### config.mk
export PLATFORM = sky130hd
export DESIGN_NAME = rfm_ref_setup
export DESIGN_NICKNAME = d
export VERILOG_FILES = /design/src/rtl/rfm_pkg.sv /design/src/rtl/rfm_ref_setup.sv /design/src/rtl/rfm_ref_path.sv
export SDC_FILE = /design/constraint.sdc
export NUM_CORES = 1
export LEC_CHECK = 0
export ABC_CLOCK_PERIOD_IN_PS = 5900
export BUFFER_PORTS_ARGS = -buffer_cell sky130_fd_sc_hd__buf_2
export CORE_UTILIZATION = 40
export DETAILED_ROUTE_END_ITERATION = 8
export GPL_TIMING_DRIVEN = 0
export REMOVE_ABC_BUFFERS = 1
export SLEW_MARGIN = 20
export SYNTH_ARGS = -nofsm -noshare
export SYNTH_HDL_FRONTEND = slang
export SYNTH_SLANG_ARGS = --single-unit
### constraint.sdc
create_clock -name ref_clk -period 5.9 [get_ports ref_clk]
set_input_delay 1.18 -clock ref_clk [delete_from_list [all_inputs] [get_ports ref_clk]]
set_output_delay 1.18 -clock ref_clk [all_outputs]
set_load 0.02 [all_outputs]
### src/rtl/rfm_pkg.sv
package rfm_pkg;

    localparam int          REF_COUNT       = 4;
    localparam int          FAIL_KINDS      = 4;
    localparam int          REG_WIDTH       = 8;
    localparam int          ADDR_WIDTH      = 8;

    // Register offsets
    localparam logic [7:0]  OFS_MASK_UPPER  = 8'h08;
    localparam logic [7:0]  OFS_MASK_LOWER  = 8'h09;
    localparam logic [7:0]  OFS_INPUT_SETUP = 8'h0A;
    localparam logic [7:0]  OFS_DQ_DELAY    = 8'h0B;

    // Reset values
    localparam logic [7:0]  RST_MASK_UPPER  = 8'h66;
    localparam logic [7:0]  RST_MASK_LOWER  = 8'h66;
    localparam logic [7:0]  RST_INPUT_SETUP = 8'h10;
    localparam logic [7:0]  RST_DQ_DELAY    = 8'hAA;
    localparam logic [7:0]  READ_IDLE       = 8'h00;

    // Failure kind positions within a nibble
    localparam int          FAIL_LOS_BIT    = 0;
    localparam int          FAIL_SCM_BIT    = 1;
    localparam int          FAIL_CFM_BIT    = 2;
    localparam int          FAIL_GST_BIT    = 3;

    // Input setup field positions
    localparam int          HALVE_LSB       = 0;
    localparam int          DIFF_LSB        = 4;

    // Disqualify delay field
    localparam int          DQ_SEL_WIDTH    = 2;
    localparam logic [1:0]  DQ_SEL_MIN      = 2'h0;
    localparam logic [1:0]  DQ_SEL_10MS     = 2'h1;
    localparam logic [1:0]  DQ_SEL_50MS     = 2'h2;
    localparam logic [1:0]  DQ_SEL_2P5S     = 2'h3;

    // Timing
    localparam int          CLK_FREQ_KHZ    = 100000;
    localparam int          DQ_10MS_MS      = 10;
    localparam int          DQ_50MS_MS      = 50;
    localparam int          DQ_2P5S_MS      = 2500;
    localparam int          DQ_MIN_CYCLES   = 1;
    localparam int          DQ_10MS_CYCLES  = DQ_10MS_MS * CLK_FREQ_KHZ;
    localparam int          DQ_50MS_CYCLES  = DQ_50MS_MS * CLK_FREQ_KHZ;
    localparam int          DQ_2P5S_CYCLES  = DQ_2P5S_MS * CLK_FREQ_KHZ;
    localparam int          DQ_CNT_WIDTH    = 28;

    typedef enum logic [2:0] {
        RFM_QUALIFIED    = 3'b001,
        RFM_SOAKING      = 3'b010,
        RFM_DISQUALIFIED = 3'b100
    } rfm_dq_state_type;

endpackage

### src/rtl/rfm_ref_setup.sv
// Notes on behaviour
// - Each nibble of a mask maps bit 0 loss of signal, 1 single cycle, 2 coarse freq, 3 soak.
// - A mask bit at zero disables its failure indicator and at one enables it.
// - A cleared mask bit suppresses only its own bit in the interrupt status at offset 0x02.
// - The sticky failure registers at 0x06 and 0x07 always see failures unmasked.
// - Register 0x08 holds the reference 2 mask in bits 3:0 and reference 3 in bits 7:4.
// - Register 0x09 holds the reference 0 mask low and the reference 1 mask high.
// - A set halving bit (bits 0 to 3) divides that reference clock by two toward the loop.
// - A clear halving bit passes that reference clock to the loop undivided.
// - Bits 4 to 7 of the input setup select differential reception on both pins when set.
// - A clear differential bit receives that reference single ended on its positive pin.
// - A 2-bit field per reference picks the disqualify delay: minimum, 10 ms, 50 ms, 2.5 s.
`timescale 1ns/1ps
module rfm_ref_setup
    import rfm_pkg::*;
#(
    parameter int DQ_10MS = DQ_10MS_CYCLES,
    parameter int DQ_50MS = DQ_50MS_CYCLES,
    parameter int DQ_2P5S = DQ_2P5S_CYCLES
) (
    input  wire logic                            ref_clk,
    input  wire logic                            rstn,
    input  wire logic [ADDR_WIDTH-1:0]           reg_addr,
    input  wire logic [REG_WIDTH-1:0]            reg_wdata,
    input  wire logic                            reg_write,
    input  wire logic                            reg_read,
    output logic      [REG_WIDTH-1:0]            reg_rdata,
    input  wire logic [REF_COUNT*FAIL_KINDS-1:0] failure_flags,
    output logic      [REF_COUNT*FAIL_KINDS-1:0] masked_failure,
    output logic      [REF_COUNT*FAIL_KINDS-1:0] unmasked_failure,
    input  wire logic [REF_COUNT-1:0]            input_positive_pin,
    input  wire logic [REF_COUNT-1:0]            input_negative_pin,
    output logic      [REF_COUNT-1:0]            pll_ref,
    output logic      [REF_COUNT-1:0]            disqualified
);

    logic [REG_WIDTH-1:0]            reference_failure_mask_upper;
    logic [REG_WIDTH-1:0]            reference_failure_mask_lower;
    logic [REG_WIDTH-1:0]            reference_input_setup;
    logic [REG_WIDTH-1:0]            soak_disqualify_delay;
    logic [REG_WIDTH-1:0]            next_mask_upper;
    logic [REG_WIDTH-1:0]            next_mask_lower;
    logic [REG_WIDTH-1:0]            next_input_setup;
    logic [REG_WIDTH-1:0]            next_dq_delay;
    logic [REG_WIDTH-1:0]            next_rdata;
    logic [REF_COUNT*FAIL_KINDS-1:0] failure_gate;
    logic [REF_COUNT*FAIL_KINDS-1:0] next_masked;
    logic [FAIL_KINDS-1:0]           input_a_failure_gate;
    logic [FAIL_KINDS-1:0]           input_b_failure_gate;
    logic [FAIL_KINDS-1:0]           input_c_failure_gate;
    logic [FAIL_KINDS-1:0]           input_d_failure_gate;
    logic                            reset_seen;

    // Register writes
    always_comb begin
        next_mask_upper  = reference_failure_mask_upper;
        next_mask_lower  = reference_failure_mask_lower;
        next_input_setup = reference_input_setup;
        next_dq_delay    = soak_disqualify_delay;
        if (reg_write) begin
            case (reg_addr)
                OFS_MASK_UPPER:  next_mask_upper  = reg_wdata;
                OFS_MASK_LOWER:  next_mask_lower  = reg_wdata;
                OFS_INPUT_SETUP: next_input_setup = reg_wdata;
                OFS_DQ_DELAY:    next_dq_delay    = reg_wdata;
                default: begin
                end
            endcase
        end
    end

    // Read data held until next read; unmapped offsets read zero
    always_comb begin
        next_rdata = reg_rdata;
        if (reg_read) begin
            case (reg_addr)
                OFS_MASK_UPPER:  next_rdata = reference_failure_mask_upper;
                OFS_MASK_LOWER:  next_rdata = reference_failure_mask_lower;
                OFS_INPUT_SETUP: next_rdata = reference_input_setup;
                OFS_DQ_DELAY:    next_rdata = soak_disqualify_delay;
                default:         next_rdata = READ_IDLE;
            endcase
        end
    end

    always_ff @(posedge ref_clk or negedge rstn) begin
        if (!rstn) begin
            reference_failure_mask_upper <= RST_MASK_UPPER;
            reference_failure_mask_lower <= RST_MASK_LOWER;
            reference_input_setup        <= RST_INPUT_SETUP;
            soak_disqualify_delay        <= RST_DQ_DELAY;
            reg_rdata                    <= READ_IDLE;
        end else begin
            reference_failure_mask_upper <= next_mask_upper;
            reference_failure_mask_lower <= next_mask_lower;
            reference_input_setup        <= next_input_setup;
            soak_disqualify_delay        <= next_dq_delay;
            reg_rdata                    <= next_rdata;
        end
    end

    assign input_a_failure_gate = reference_failure_mask_lower[3:0];
    assign input_b_failure_gate = reference_failure_mask_lower[7:4];
    assign input_c_failure_gate = reference_failure_mask_upper[3:0];
    assign input_d_failure_gate = reference_failure_mask_upper[7:4];

    // Nibble order matches failure_flags: reference n at bits 4n+3:4n
    assign failure_gate = {input_d_failure_gate, input_c_failure_gate,
                           input_b_failure_gate, input_a_failure_gate};

    // Gating is bitwise so a cleared bit cannot hide a neighbour
    assign next_masked = failure_flags & failure_gate;

    always_ff @(posedge ref_clk or negedge rstn) begin
        if (!rstn) begin
            masked_failure   <= '0;
            unmasked_failure <= '0;
        end else begin
            masked_failure   <= next_masked;
            unmasked_failure <= failure_flags;
        end
    end

    // Frequency settings elsewhere must assume the halved rate when enabled
    genvar gi;
    generate
        for (gi = 0; gi < REF_COUNT; gi++) begin : g_ref
            rfm_ref_path #(
                .DQ_10MS (DQ_10MS),
                .DQ_50MS (DQ_50MS),
                .DQ_2P5S (DQ_2P5S)
            ) u_path (
                .ref_clk                   (ref_clk),
                .rstn                      (rstn),
                .input_positive_pin        (input_positive_pin[gi]),
                .input_negative_pin        (input_negative_pin[gi]),
                .input_differential_select (reference_input_setup[DIFF_LSB+gi]),
                .input_halving_enable      (reference_input_setup[HALVE_LSB+gi]),
                .soak_failure              (failure_flags[gi*FAIL_KINDS+FAIL_SCM_BIT]
                                            | failure_flags[gi*FAIL_KINDS+FAIL_CFM_BIT]),
                .disqualify_delay_select   (soak_disqualify_delay[gi*DQ_SEL_WIDTH +: DQ_SEL_WIDTH]),
                .pll_ref                   (pll_ref[gi]),
                .disqualified              (disqualified[gi])
            );
        end
    endgenerate

    // Helper for the reset check
    always_ff @(posedge ref_clk or negedge rstn) begin
        if (!rstn) begin
            reset_seen <= 1'b0;
        end else begin
            reset_seen <= 1'b1;
        end
    end

    property p_reset_setup;
        @(posedge ref_clk) disable iff (!rstn)
        !reset_seen |-> reference_input_setup == RST_INPUT_SETUP;
    endproperty
    a_reset_setup: assert property (p_reset_setup) else $error("input setup reset wrong");

    property p_los_map;
        @(posedge ref_clk) disable iff (!rstn)
        (failure_flags[FAIL_LOS_BIT] && reference_failure_mask_lower[FAIL_LOS_BIT])
            |=> masked_failure[FAIL_LOS_BIT];
    endproperty
    a_los_map: assert property (p_los_map) else $error("loss of signal not passed");

    property p_gst_map;
        @(posedge ref_clk) disable iff (!rstn)
        (failure_flags[12+FAIL_GST_BIT] && !reference_failure_mask_upper[4+FAIL_GST_BIT])
            |=> !masked_failure[12+FAIL_GST_BIT];
    endproperty
    a_gst_map: assert property (p_gst_map) else $error("masked soak failure leaked");

    property p_only_own_bit;
        @(posedge ref_clk) disable iff (!rstn)
        1'b1 |=> masked_failure == ($past(failure_flags)
            & {$past(reference_failure_mask_upper), $past(reference_failure_mask_lower)});
    endproperty
    a_only_own_bit: assert property (p_only_own_bit) else $error("mask gating wrong");

    property p_sticky_unmasked;
        @(posedge ref_clk) disable iff (!rstn)
        (failure_flags != '0) |=> (unmasked_failure | masked_failure) == unmasked_failure
            && unmasked_failure == $past(failure_flags);
    endproperty
    a_sticky_unmasked: assert property (p_sticky_unmasked) else $error("sticky path masked");

    property p_write_upper;
        @(posedge ref_clk) disable iff (!rstn)
        (reg_write && reg_addr == OFS_MASK_UPPER) |=>
            input_c_failure_gate == $past(reg_wdata[3:0])
            && input_d_failure_gate == $past(reg_wdata[7:4]);
    endproperty
    a_write_upper: assert property (p_write_upper) else $error("upper mask write lost");

    property p_write_lower;
        @(posedge ref_clk) disable iff (!rstn)
        (reg_write && reg_addr == OFS_MASK_LOWER) |=>
            input_a_failure_gate == $past(reg_wdata[3:0])
            && input_b_failure_gate == $past(reg_wdata[7:4]);
    endproperty
    a_write_lower: assert property (p_write_lower) else $error("lower mask write lost");

    property p_write_setup;
        @(posedge ref_clk) disable iff (!rstn)
        (reg_write && reg_addr == OFS_INPUT_SETUP) |=> reference_input_setup == $past(reg_wdata);
    endproperty
    a_write_setup: assert property (p_write_setup) else $error("input setup write lost");

    property p_read_setup;
        @(posedge ref_clk) disable iff (!rstn)
        (reg_read && reg_addr == OFS_INPUT_SETUP && !reg_write)
            |=> reg_rdata == $past(reference_input_setup);
    endproperty
    a_read_setup: assert property (p_read_setup) else $error("input setup read wrong");

    property p_read_unmapped;
        @(posedge ref_clk) disable iff (!rstn)
        (reg_read && reg_addr != OFS_MASK_UPPER && reg_addr != OFS_MASK_LOWER
            && reg_addr != OFS_INPUT_SETUP && reg_addr != OFS_DQ_DELAY) |=> reg_rdata == READ_IDLE;
    endproperty
    a_read_unmapped: assert property (p_read_unmapped) else $error("unmapped read not zero");

endmodule

### src/rtl/rfm_ref_path.sv
`timescale 1ns/1ps
module rfm_ref_path
    import rfm_pkg::*;
#(
    parameter int DQ_10MS = DQ_10MS_CYCLES,
    parameter int DQ_50MS = DQ_50MS_CYCLES,
    parameter int DQ_2P5S = DQ_2P5S_CYCLES
) (
    input  wire logic        ref_clk,
    input  wire logic        rstn,
    input  wire logic        input_positive_pin,
    input  wire logic        input_negative_pin,
    input  wire logic        input_differential_select,
    input  wire logic        input_halving_enable,
    input  wire logic        soak_failure,
    input  wire logic [1:0]  disqualify_delay_select,
    output logic             pll_ref,
    output logic             disqualified
);

    logic                    pos_meta;
    logic                    pos_sync;
    logic                    neg_meta;
    logic                    neg_sync;
    logic                    level;
    logic                    level_prev;
    logic                    halved;
    logic                    next_halved;
    logic                    next_pll_ref;
    rfm_dq_state_type        state;
    rfm_dq_state_type        next_state;
    logic [DQ_CNT_WIDTH-1:0] count;
    logic [DQ_CNT_WIDTH-1:0] next_count;
    logic [DQ_CNT_WIDTH-1:0] limit;

    // Pins are asynchronous to ref_clk
    always_ff @(posedge ref_clk or negedge rstn) begin
        if (!rstn) begin
            pos_meta <= 1'b0;
            pos_sync <= 1'b0;
            neg_meta <= 1'b0;
            neg_sync <= 1'b0;
        end else begin
            pos_meta <= input_positive_pin;
            pos_sync <= pos_meta;
            neg_meta <= input_negative_pin;
            neg_sync <= neg_meta;
        end
    end

    // Negative pin ignored when single ended
    assign level = input_differential_select ? (pos_sync & ~neg_sync) : pos_sync;

    always_comb begin
        next_halved = halved;
        if (level && !level_prev) begin
            next_halved = ~halved;
        end
        next_pll_ref = input_halving_enable ? halved : level;
    end

    always_ff @(posedge ref_clk or negedge rstn) begin
        if (!rstn) begin
            level_prev <= 1'b0;
            halved     <= 1'b0;
            pll_ref    <= 1'b0;
        end else begin
            level_prev <= level;
            halved     <= next_halved;
            pll_ref    <= next_pll_ref;
        end
    end

    always_comb begin
        case (disqualify_delay_select)
            DQ_SEL_MIN:  limit = DQ_CNT_WIDTH'(DQ_MIN_CYCLES);
            DQ_SEL_10MS: limit = DQ_CNT_WIDTH'(DQ_10MS);
            DQ_SEL_50MS: limit = DQ_CNT_WIDTH'(DQ_50MS);
            default:     limit = DQ_CNT_WIDTH'(DQ_2P5S);
        endcase
    end

    always_comb begin
        next_state = state;
        next_count = count;
        case (state)
            RFM_QUALIFIED: begin
                if (soak_failure) begin
                    next_state = RFM_SOAKING;
                    next_count = DQ_CNT_WIDTH'(1);
                end
            end
            RFM_SOAKING: begin
                if (!soak_failure) begin
                    next_state = RFM_QUALIFIED;
                end else if (count >= limit) begin
                    next_state = RFM_DISQUALIFIED;
                end else begin
                    next_count = count + DQ_CNT_WIDTH'(1);
                end
            end
            RFM_DISQUALIFIED: begin
                if (!soak_failure) begin
                    next_state = RFM_QUALIFIED;
                end
            end
            default: begin
                next_state = RFM_QUALIFIED;
            end
        endcase
    end

    always_ff @(posedge ref_clk or negedge rstn) begin
        if (!rstn) begin
            state <= RFM_QUALIFIED;
            count <= '0;
        end else begin
            state <= next_state;
            count <= next_count;
        end
    end

    assign disqualified = (state == RFM_DISQUALIFIED);

    property p_halve_toggle;
        @(posedge ref_clk) disable iff (!rstn)
        (input_halving_enable && level && !level_prev) ##1 input_halving_enable
            |=> pll_ref != $past(pll_ref);
    endproperty
    a_halve_toggle: assert property (p_halve_toggle) else $error("halved clock missed a toggle");

    property p_direct_path;
        @(posedge ref_clk) disable iff (!rstn)
        !input_halving_enable |=> pll_ref == $past(level);
    endproperty
    a_direct_path: assert property (p_direct_path) else $error("undivided path mismatch");

    property p_min_delay;
        @(posedge ref_clk) disable iff (!rstn)
        (state == RFM_QUALIFIED && soak_failure && disqualify_delay_select == DQ_SEL_MIN)
            ##1 (soak_failure && disqualify_delay_select == DQ_SEL_MIN) |=> disqualified;
    endproperty
    a_min_delay: assert property (p_min_delay) else $error("minimum disqualify too slow");

endmodule

==> results of run 1 <==
==> flip-flops by register name, summed over array words and instances, names as in the netlist, 8 cells and up <==
register,cells
reg_rdata,8
g_ref.u_path.state,12
reference_input_setup,8
unmasked_failure,16
masked_failure,16
reference_failure_mask_lower,8
reference_failure_mask_upper,8
soak_disqualify_delay,8
g_ref.u_path.count,112
==> how the worst max path moves through the flow <==
stage / startpoint / end
floorplan: failure_flags[1] / g_ref[0].u_path.count[22]$_DFFE_PN0P_
global placement: rstn / g_ref[3].u_path.count[8]$_DFFE_PN0P_
detailed placement: failure_flags[13] / g_ref[3].u_path.count[22]$_DFFE_PN0P_
CTS: soak_disqualify_delay[7]$_DFFE_PN1P_ / g_ref[3].u_path.count[22]$_DFFE_PN0P_
global route: soak_disqualify_delay[7]$_DFFE_PN1P_ / g_ref[3].u_path.count[20]$_DFFE_PN0P_
finish: soak_disqualify_delay[7]$_DFFE_PN1P_ / g_ref[3].u_path.count[22]$_DFFE_PN0P_
==> cell families (layout without fill, tap and decap cells) <==
kind of cell / Yosys count / after routing / share of synthesized area, %
DFF: 224 / 224 / 45.0
and+or+nand+nor: 485 / 485 / 20.9
muxes: 38 / 38 / 4.09
buffers and inverters: 124 / 225 / 4.06
other: 0 / 2 / 0
xor gates and xnor gates: 59 / 59 / 4.14
AOI/OAI and AO/OA: 214 / 214 / 11.3
adders and majority gates: 104 / 104 / 10.4
==> stage by stage <==
| step | instance area [sq um] | power (mW) | std cells |
|---|---|---|---|
| global route | 14400 | 4.63 | 1746 |
| CTS | 14400 | 4.45 | 1745 |
| finish | 14400 | 4.39 | 1747 |
| detailed placement | 13400 | 2.67 | 1697 |
| global placement | 13200 | 2.60 | 1682 |
| floorplan | 12300 | 2.31 | 1195 |
==> layer usage <==
layer | GRT usage (%) | vias to the layer above | routed length [microns]
li1 | - | 4701 | -
met1 | 26.4 | 4680 | 13900
met2 | 30.6 | 177 | 13500
met3 | 3.07 | 47 | 1270
met4 | 5.19 | 8 | 763
met5 | 0 | - | 47
==> cell usage in the layout, fill, tap and decap left out, types with 7 or more instances in the layout <==
master and instances:
dfrtp_1 207, ha_1 104, buf_2 98, nand2_1 95, nor2_1 87, inv_1 71, nand3_1 66, a21oi_1 58
xnor2_1 53, o21ai_0 51, nand4_1 34, nor3_1 31, clkbuf_16 27, and2_1 25, mux2_2 24, nor4_1 22
or4_1 20, or3_1 19, and3_1 17, dfstp_2 17, a211oi_1 15, o211ai_1 15, and4_1 13, o31ai_1 9
a21o_1 8, mux4_2 8, o22ai_1 8, clkbuf_8 8, nor4b_1 7
==> layout make-up <==
type / instances / share of cell area (%)
inverters: 71 / 1.85
flip-flops and latches: 224 / 39.1
clock inverters: 7 / 0.974
multi-input cells: 900 / 44.6
well taps: 396 / 3.44
diodes: 2 / 0.0348
repair buffers: 106 / 4.38
clock buffers: 41 / 5.62
==> critical path: stages, from the launching register on <==
cell and delay (ps):
dfstp_2 560, ha_1 190, inv_1 180, ha_1 400, a211oi_1 240, a31oi_1 100
a2111oi_0 590, o21ai_2 320, buf_6 240, or2_1 410, or4_1 570, a21oi_1 170
==> power groups by stage <==
| stage | logic (mW) | clock network [mW] | registers (mW) |
|---|---|---|---|
| 6_report | 0.850 | 1.75 | 1.79 |
| 5_1_grt | 0.958 | 1.86 | 1.81 |
| 4_1_cts | 0.858 | 1.80 | 1.79 |
| 3_5_place_dp | 0.855 | 0 | 1.81 |
| 3_3_place_gp | 0.790 | 0 | 1.81 |
| 2_1_floorplan | 0.518 | 0 | 1.79 |
==> impl_metrics.yaml, run 1 <==
floorplanning:
  die_x_microns: 179
  coreArea_sq_um: 30700
  std_cell_rows: 64
  start_util_pct: 40.7
  die-area_sq_um: 31900
  io_pins: 92
  die_h_microns: 179
global_routing:
  grt_pass1_wl_microns: 48900
  gr-total-overflow: 0
  grt_use_total_pct: 19.0
  grt_max_degree: 64
  antenna_found_initial: 6
  first_global_vias: 9396
timing:
  hold_ws_ps: 340
  setup_ws_ps: 1850
  hold_viol_final: 0
  tightestPinTransition_ps: 930
  rsz0062_at_grt: "false"
  fin_tns_setup_ps: 0
  finalSetupViolCount: 0
  finalClockSkew_ps: 9.84
  fin_crit_sh_pct: 68.7
  clock.fmax_ghz: 0.247
  fin_crit_ps: 4050
  max_slew_margin_pct: 37.7
  slew_violations: 0
placed_design:
  numPortBuffers: 91
  place_congestion: 0.848
  hpwl_microns: 21300
  pre_cts_ws_ps: 1770
cts:
  numCtsBuffers: 26
  hold_buffers: 0
  insertion_delay_ps: 530
  htree_num_levels: 1
  post-cts-setup-buffers: 0
  cts_resized: 0
  cts-root-buf: "clkbuf_16"
  clk_pin_slew_worst_paths_ps: 60
  cts_tree: "done"
  clock_path_buffers: 3
  clock_sink_count: 224
power_and_ir_drop:
  switching_share_pct: 30.6
  switchingPower_mw: 1.34
  peakVddDrop_uv: 269
  power_leakage_nw: 6.53
  powerDensity_nw_per_um2: 306
  p_clk_share_pct: 39.9
  seq_power_share_pct: 40.8
  internal_power_mw: 3.05
  p_comb_share_pct: 19.3
routing:
  routed_wl_microns: 29400
  drtIter0Drc: 493
  wl_per_cell_microns: 16.8
  vias: 9613
  firstDrtPassIters: 5
  viasPerCell: 5.50
  drtAntennaViolNets: 0
  drc_errors: 0
yosys:
  netlist_instances: 1248
  synth-seq-cells: 224
  synth_common_cells: "dfrtp_1 (207), ha_1 (104), nand2_1 (95), nor2_1 (88), inv_1 (71)"
  synthFlopType: "dfrtp_1"
  ys_types: 70
  synth_area_leaders: "dfrtp_1 (41%), ha_1 (10%), xnor2_1 (3.7%), dfstp_2 (3.6%), nand2_1 (2.9%)"
  synth-seq-area-share_pct: 45.0
  async_flop_share_pct: 100
  synth.avg_cell_area_sq_um: 10.0
  yosys_warnings: 0
  syn_area_sq_um: 12500
  synth-edff-count: 0
  yosysTopAreaCellShare_pct: 41.5
  synth.most_common_cell: "dfrtp_1"
  yosysTopAreaCell: "dfrtp_1"
setup_path:
  reg2regPathDepth: 11
  arrival_ps: 4500
  start_kind: "register"
  r2r-end: "g_ref[3].u_path.count[22]$_DFFE_PN0P_"
  rrSetupSlack_ps: 1850
  crit_type: "reg -> reg"
  cp-end-kind: "register"
  path_max_fanout: 16
  worstPathRequired_ps: 6350
  timing.rr.start: "soak_disqualify_delay[7]$_DFFE_PN1P_"
cells_and_area:
  area_growth_pct: 15.1
  layout-drive-gt1-share_pct: 16.7
  num-fill-cells: 2916
  final_net_count: 1477
  seq_area_sq_um: 5630
  multi_input_area_sq_um: 6410
  final_core_util_pct: 46.9
job:
  drv_cap: 0
min_path:
  min_path_cells: 0
  worst_hold_path.endpoint: "g_ref[0].u_path.neg_sync$_DFF_PN0_"
  min_from: "g_ref[0].u_path.neg_meta$_DFF_PN0_"
  holdCritPathClass: "reg -> reg"
run_status:
  status: "completed"
Power figures use the tool's default switching activity.
==> run 2: changes to the inputs <==
--- a/config.mk
+++ b/config.mk
@@ -5,7 +5,8 @@
 export SDC_FILE = /design/constraint.sdc
 export NUM_CORES = 1
 export LEC_CHECK = 0
-export ABC_CLOCK_PERIOD_IN_PS = 5900
+export ABC_AREA = 1
+export ABC_CLOCK_PERIOD_IN_PS = 3600
 export BUFFER_PORTS_ARGS = -buffer_cell sky130_fd_sc_hd__buf_2
 export CORE_UTILIZATION = 40
 export DETAILED_ROUTE_END_ITERATION = 8
==> constraint.sdc (replaced) <==
create_clock -name ref_clk -period 3.6 [get_ports ref_clk]
set_input_delay 0.72 -clock ref_clk [delete_from_list [all_inputs] [get_ports ref_clk]]
set_output_delay 0.72 -clock ref_clk [all_outputs]
set_load 0.02 [all_outputs]
==> impl_metrics.yaml, run 2 <==
run_status:
  status: "completed"
timing:
  rsz0062_at_grt: "false"
  hold_viol_final: 0
  fin_crit_ps: 3290
  fin_crit_sh_pct: 91.5
  clock.fmax_ghz: 0.304
  slew_violations: 0
  max_slew_margin_pct: 50.4
  finalSetupViolCount: 0
  hold_ws_ps: 115
  finalClockSkew_ps: 8.38
  tightestPinTransition_ps: 743
routing:
  vias: 13139
  drtIter0Drc: 757
  drc_errors: 0
  firstDrtPassIters: 5
  drtAntennaViolNets: 0
  wl_per_cell_microns: 14.7
  viasPerCell: 5.05
  routed_wl_microns: 38300
cts:
  htree_num_levels: 1
  clk_pin_slew_worst_paths_ps: 60
  clock_sink_count: 224
  insertion_delay_ps: 550
  clock_path_buffers: 3
  cts-root-buf: "clkbuf_16"
  post-cts-setup-buffers: 0
  hold_buffers: 0
  cts_tree: "done"
  numCtsBuffers: 27
yosys:
  ys_types: 37
  yosys_warnings: 0
  yosysTopAreaCell: "dfrtp_1"
  syn_area_sq_um: 14700
  netlist_instances: 2057
  synth.avg_cell_area_sq_um: 7.15
  synth-seq-area-share_pct: 38.2
  yosysTopAreaCellShare_pct: 35.2
  synth_area_leaders: "dfrtp_1 (35%), nand2_1 (17%), ha_1 (8.8%), nor2_1 (6.9%), nand3_1 (6.6%)"
  synth.most_common_cell: "nand2_1"
  synth-edff-count: 0
  synthFlopType: "dfrtp_1"
  synth_common_cells: "nand2_1 (686), nor2_1 (269), inv_1 (224), dfrtp_1 (207), nand3_1 (195)"
  synth-seq-cells: 224
  async_flop_share_pct: 100
floorplanning:
  coreArea_sq_um: 35900
  start_util_pct: 41.0
  std_cell_rows: 69
  die-area_sq_um: 37600
  die_x_microns: 194
  io_pins: 92
  die_h_microns: 194
setup_path:
  cpLargestDelayFamily: "simple AND/OR/NAND/NOR gates"
  start_kind: "register"
  crit_path_start: "soak_disqualify_delay[5]$_DFFE_PN1P_"
  arrival_ps: 3780
  path_buf_inv: 1
  worstPathRequired_ps: 4090
  critPathSlowestCell: "nand3_2"
  path_cells: "ha_1 -> inv_1 -> ha_1 -> a21oi_1 -> nand3_1 -> a21oi_1 -> nand3_2 -> nand2_4 -> nand2_1 -> nand2_1"
  path_max_fanout: 31
  max_stage_delay_ps: 630
  timing.rr.start: "soak_disqualify_delay[5]$_DFFE_PN1P_"
  crit_type: "reg -> reg"
  cp-end-kind: "register"
power_and_ir_drop:
  p_clk_share_pct: 39.5
  p_comb_share_pct: 22.4
  seq_power_share_pct: 38.1
  switching_share_pct: 34.0
  design_power_total_mw: 7.57
  internal_power_mw: 4.99
  power_leakage_nw: 7.97
  peakVddDrop_uv: 366
  powerDensity_nw_per_um2: 460
  switchingPower_mw: 2.58
global_routing:
  grt_max_degree: 93
  first_global_vias: 12530
  grt_use_total_pct: 20.6
  antenna_found_initial: 1
  gr-total-overflow: 0
  grt_pass1_wl_microns: 63900
cells_and_area:
  diodes: 0
  layout_commonest_cell: "nand2_1"
  num-fill-cells: 3633
  layout-drive-gt1-share_pct: 9.63
  multi_input_area_sq_um: 7900
  layout_common_cells: "nand2_1 (682), nor2_1 (269), inv_1 (224)"
  largest_reg_flops: 112
  top_regs: "g_ref.u_path.count: 112 flops, masked_failure: 16 flops, unmasked_failure: 16 flops"
  final_net_count: 2267
  seq_area_sq_um: 5630
  top_register: "g_ref.u_path.count"
  area_growth_pct: 12.0
placed_design:
  place_congestion: 0.929
  hpwl_microns: 27800
  numPortBuffers: 91
min_path:
  holdCritPathClass: "in -> async"
job:
  drv_cap: 0
==> run 2: changes by cell type in the layout (fill, tap and decap cells not counted), moves of 20 or more <==
cell / previous run / this run
a21oi_1: 58 / 34
and2_1: 25 / 0
inv_1: 71 / 224
mux2_2: 24 / 0
nand2_1: 95 / 682
nand3_1: 66 / 193
nor2_1: 87 / 269
nor3_1: 31 / 57
nor4_1: 22 / 0
or4_1: 20 / 0
xnor2_1: 53 / 9
xor2_1: 6 / 58
==> run 2: area by class of cell <==
class | instances | share of cell area, %
Clock buffer | 37 | 4.51
Timing Repair Buffer | 94 | 3.33
Multi-Input combinational cell | 1544 | 48.0
Inverter | 228 | 5.19
Clock inverter | 12 | 1.34
Sequential cell | 224 | 34.2
Tap cell | 461 | 3.50
==> run 2: worst paths after layout <==
| path | end | depth (start not counted) | slack (ps) |
|---|---|---|---|
| max | g_ref[2].u_path.count[22]$_DFFE_PN0P_ | 10 | 310 |
| min | g_ref[2].u_path.count[21]$_DFFE_PN0P_ | 1 | 110 |
| max reg2reg | g_ref[2].u_path.count[22]$_DFFE_PN0P_ | 10 | 310 |
| min reg2reg | g_ref[3].u_path.pos_sync$_DFF_PN0_ | 0 | 350 |
| max in group asynchronous | g_ref[0].u_path.state[0]$_DFFE_PN1P_ | 2 | 2610 |
| min in group ref_clk | g_ref[0].u_path.neg_meta$_DFF_PN0_ | 1 | 270 |
==> run 2: repair_timing <==
item	CTS	global route
resized for setup	1	3
cloned	0	0
endpoints found under the setup margin	29	58
==> run 2: power by group through the flow <==
stage / registers, mW / logic [mW] / clock network [mW]
after floorplan: 2.89 / 1.06 / 0
after global placement: 2.92 / 1.60 / 0
after detailed placement: 2.93 / 1.70 / 0
after CTS: 2.88 / 1.71 / 3.07
after global routing: 2.91 / 1.92 / 3.17
final: 2.88 / 1.70 / 2.99
==> run 2: kinds of logic after synthesis <==
family	synth area share [%]
compound gates	4.06
fa+ha+maj	8.84
simple gates	36.5
buf+inv	8.39
flops	38.2
xor+xnor	3.99
==> run 2: stage by stage <==
stage	TNS (ps)	setup slack, ps	cell area (sq um)	util (%)	std cells
2_1_floorplan	-826	-30.9	14300	-	1996
3_3_place_gp	-546300	-2300	15400	42.8	2548
3_5_place_dp	-4520	-189	15500	43.1	2551
4_1_cts	0	106	16400	45.8	2600
5_1_grt	0	43.4	16500	45.9	2600
6_report	0	305	16500	45.9	2600
==> run 2: per-layer routing <==
layer / up-vias / global-route usage [%] / share of wire, %
li1: 6628 / - / -
met1: 6160 / 29.0 / 47
met4: 2 / 5.36 / 2.4
met3: 53 / 3.22 / 5.5
met5: - / 0 / 0.031
met2: 296 / 33.0 / 45
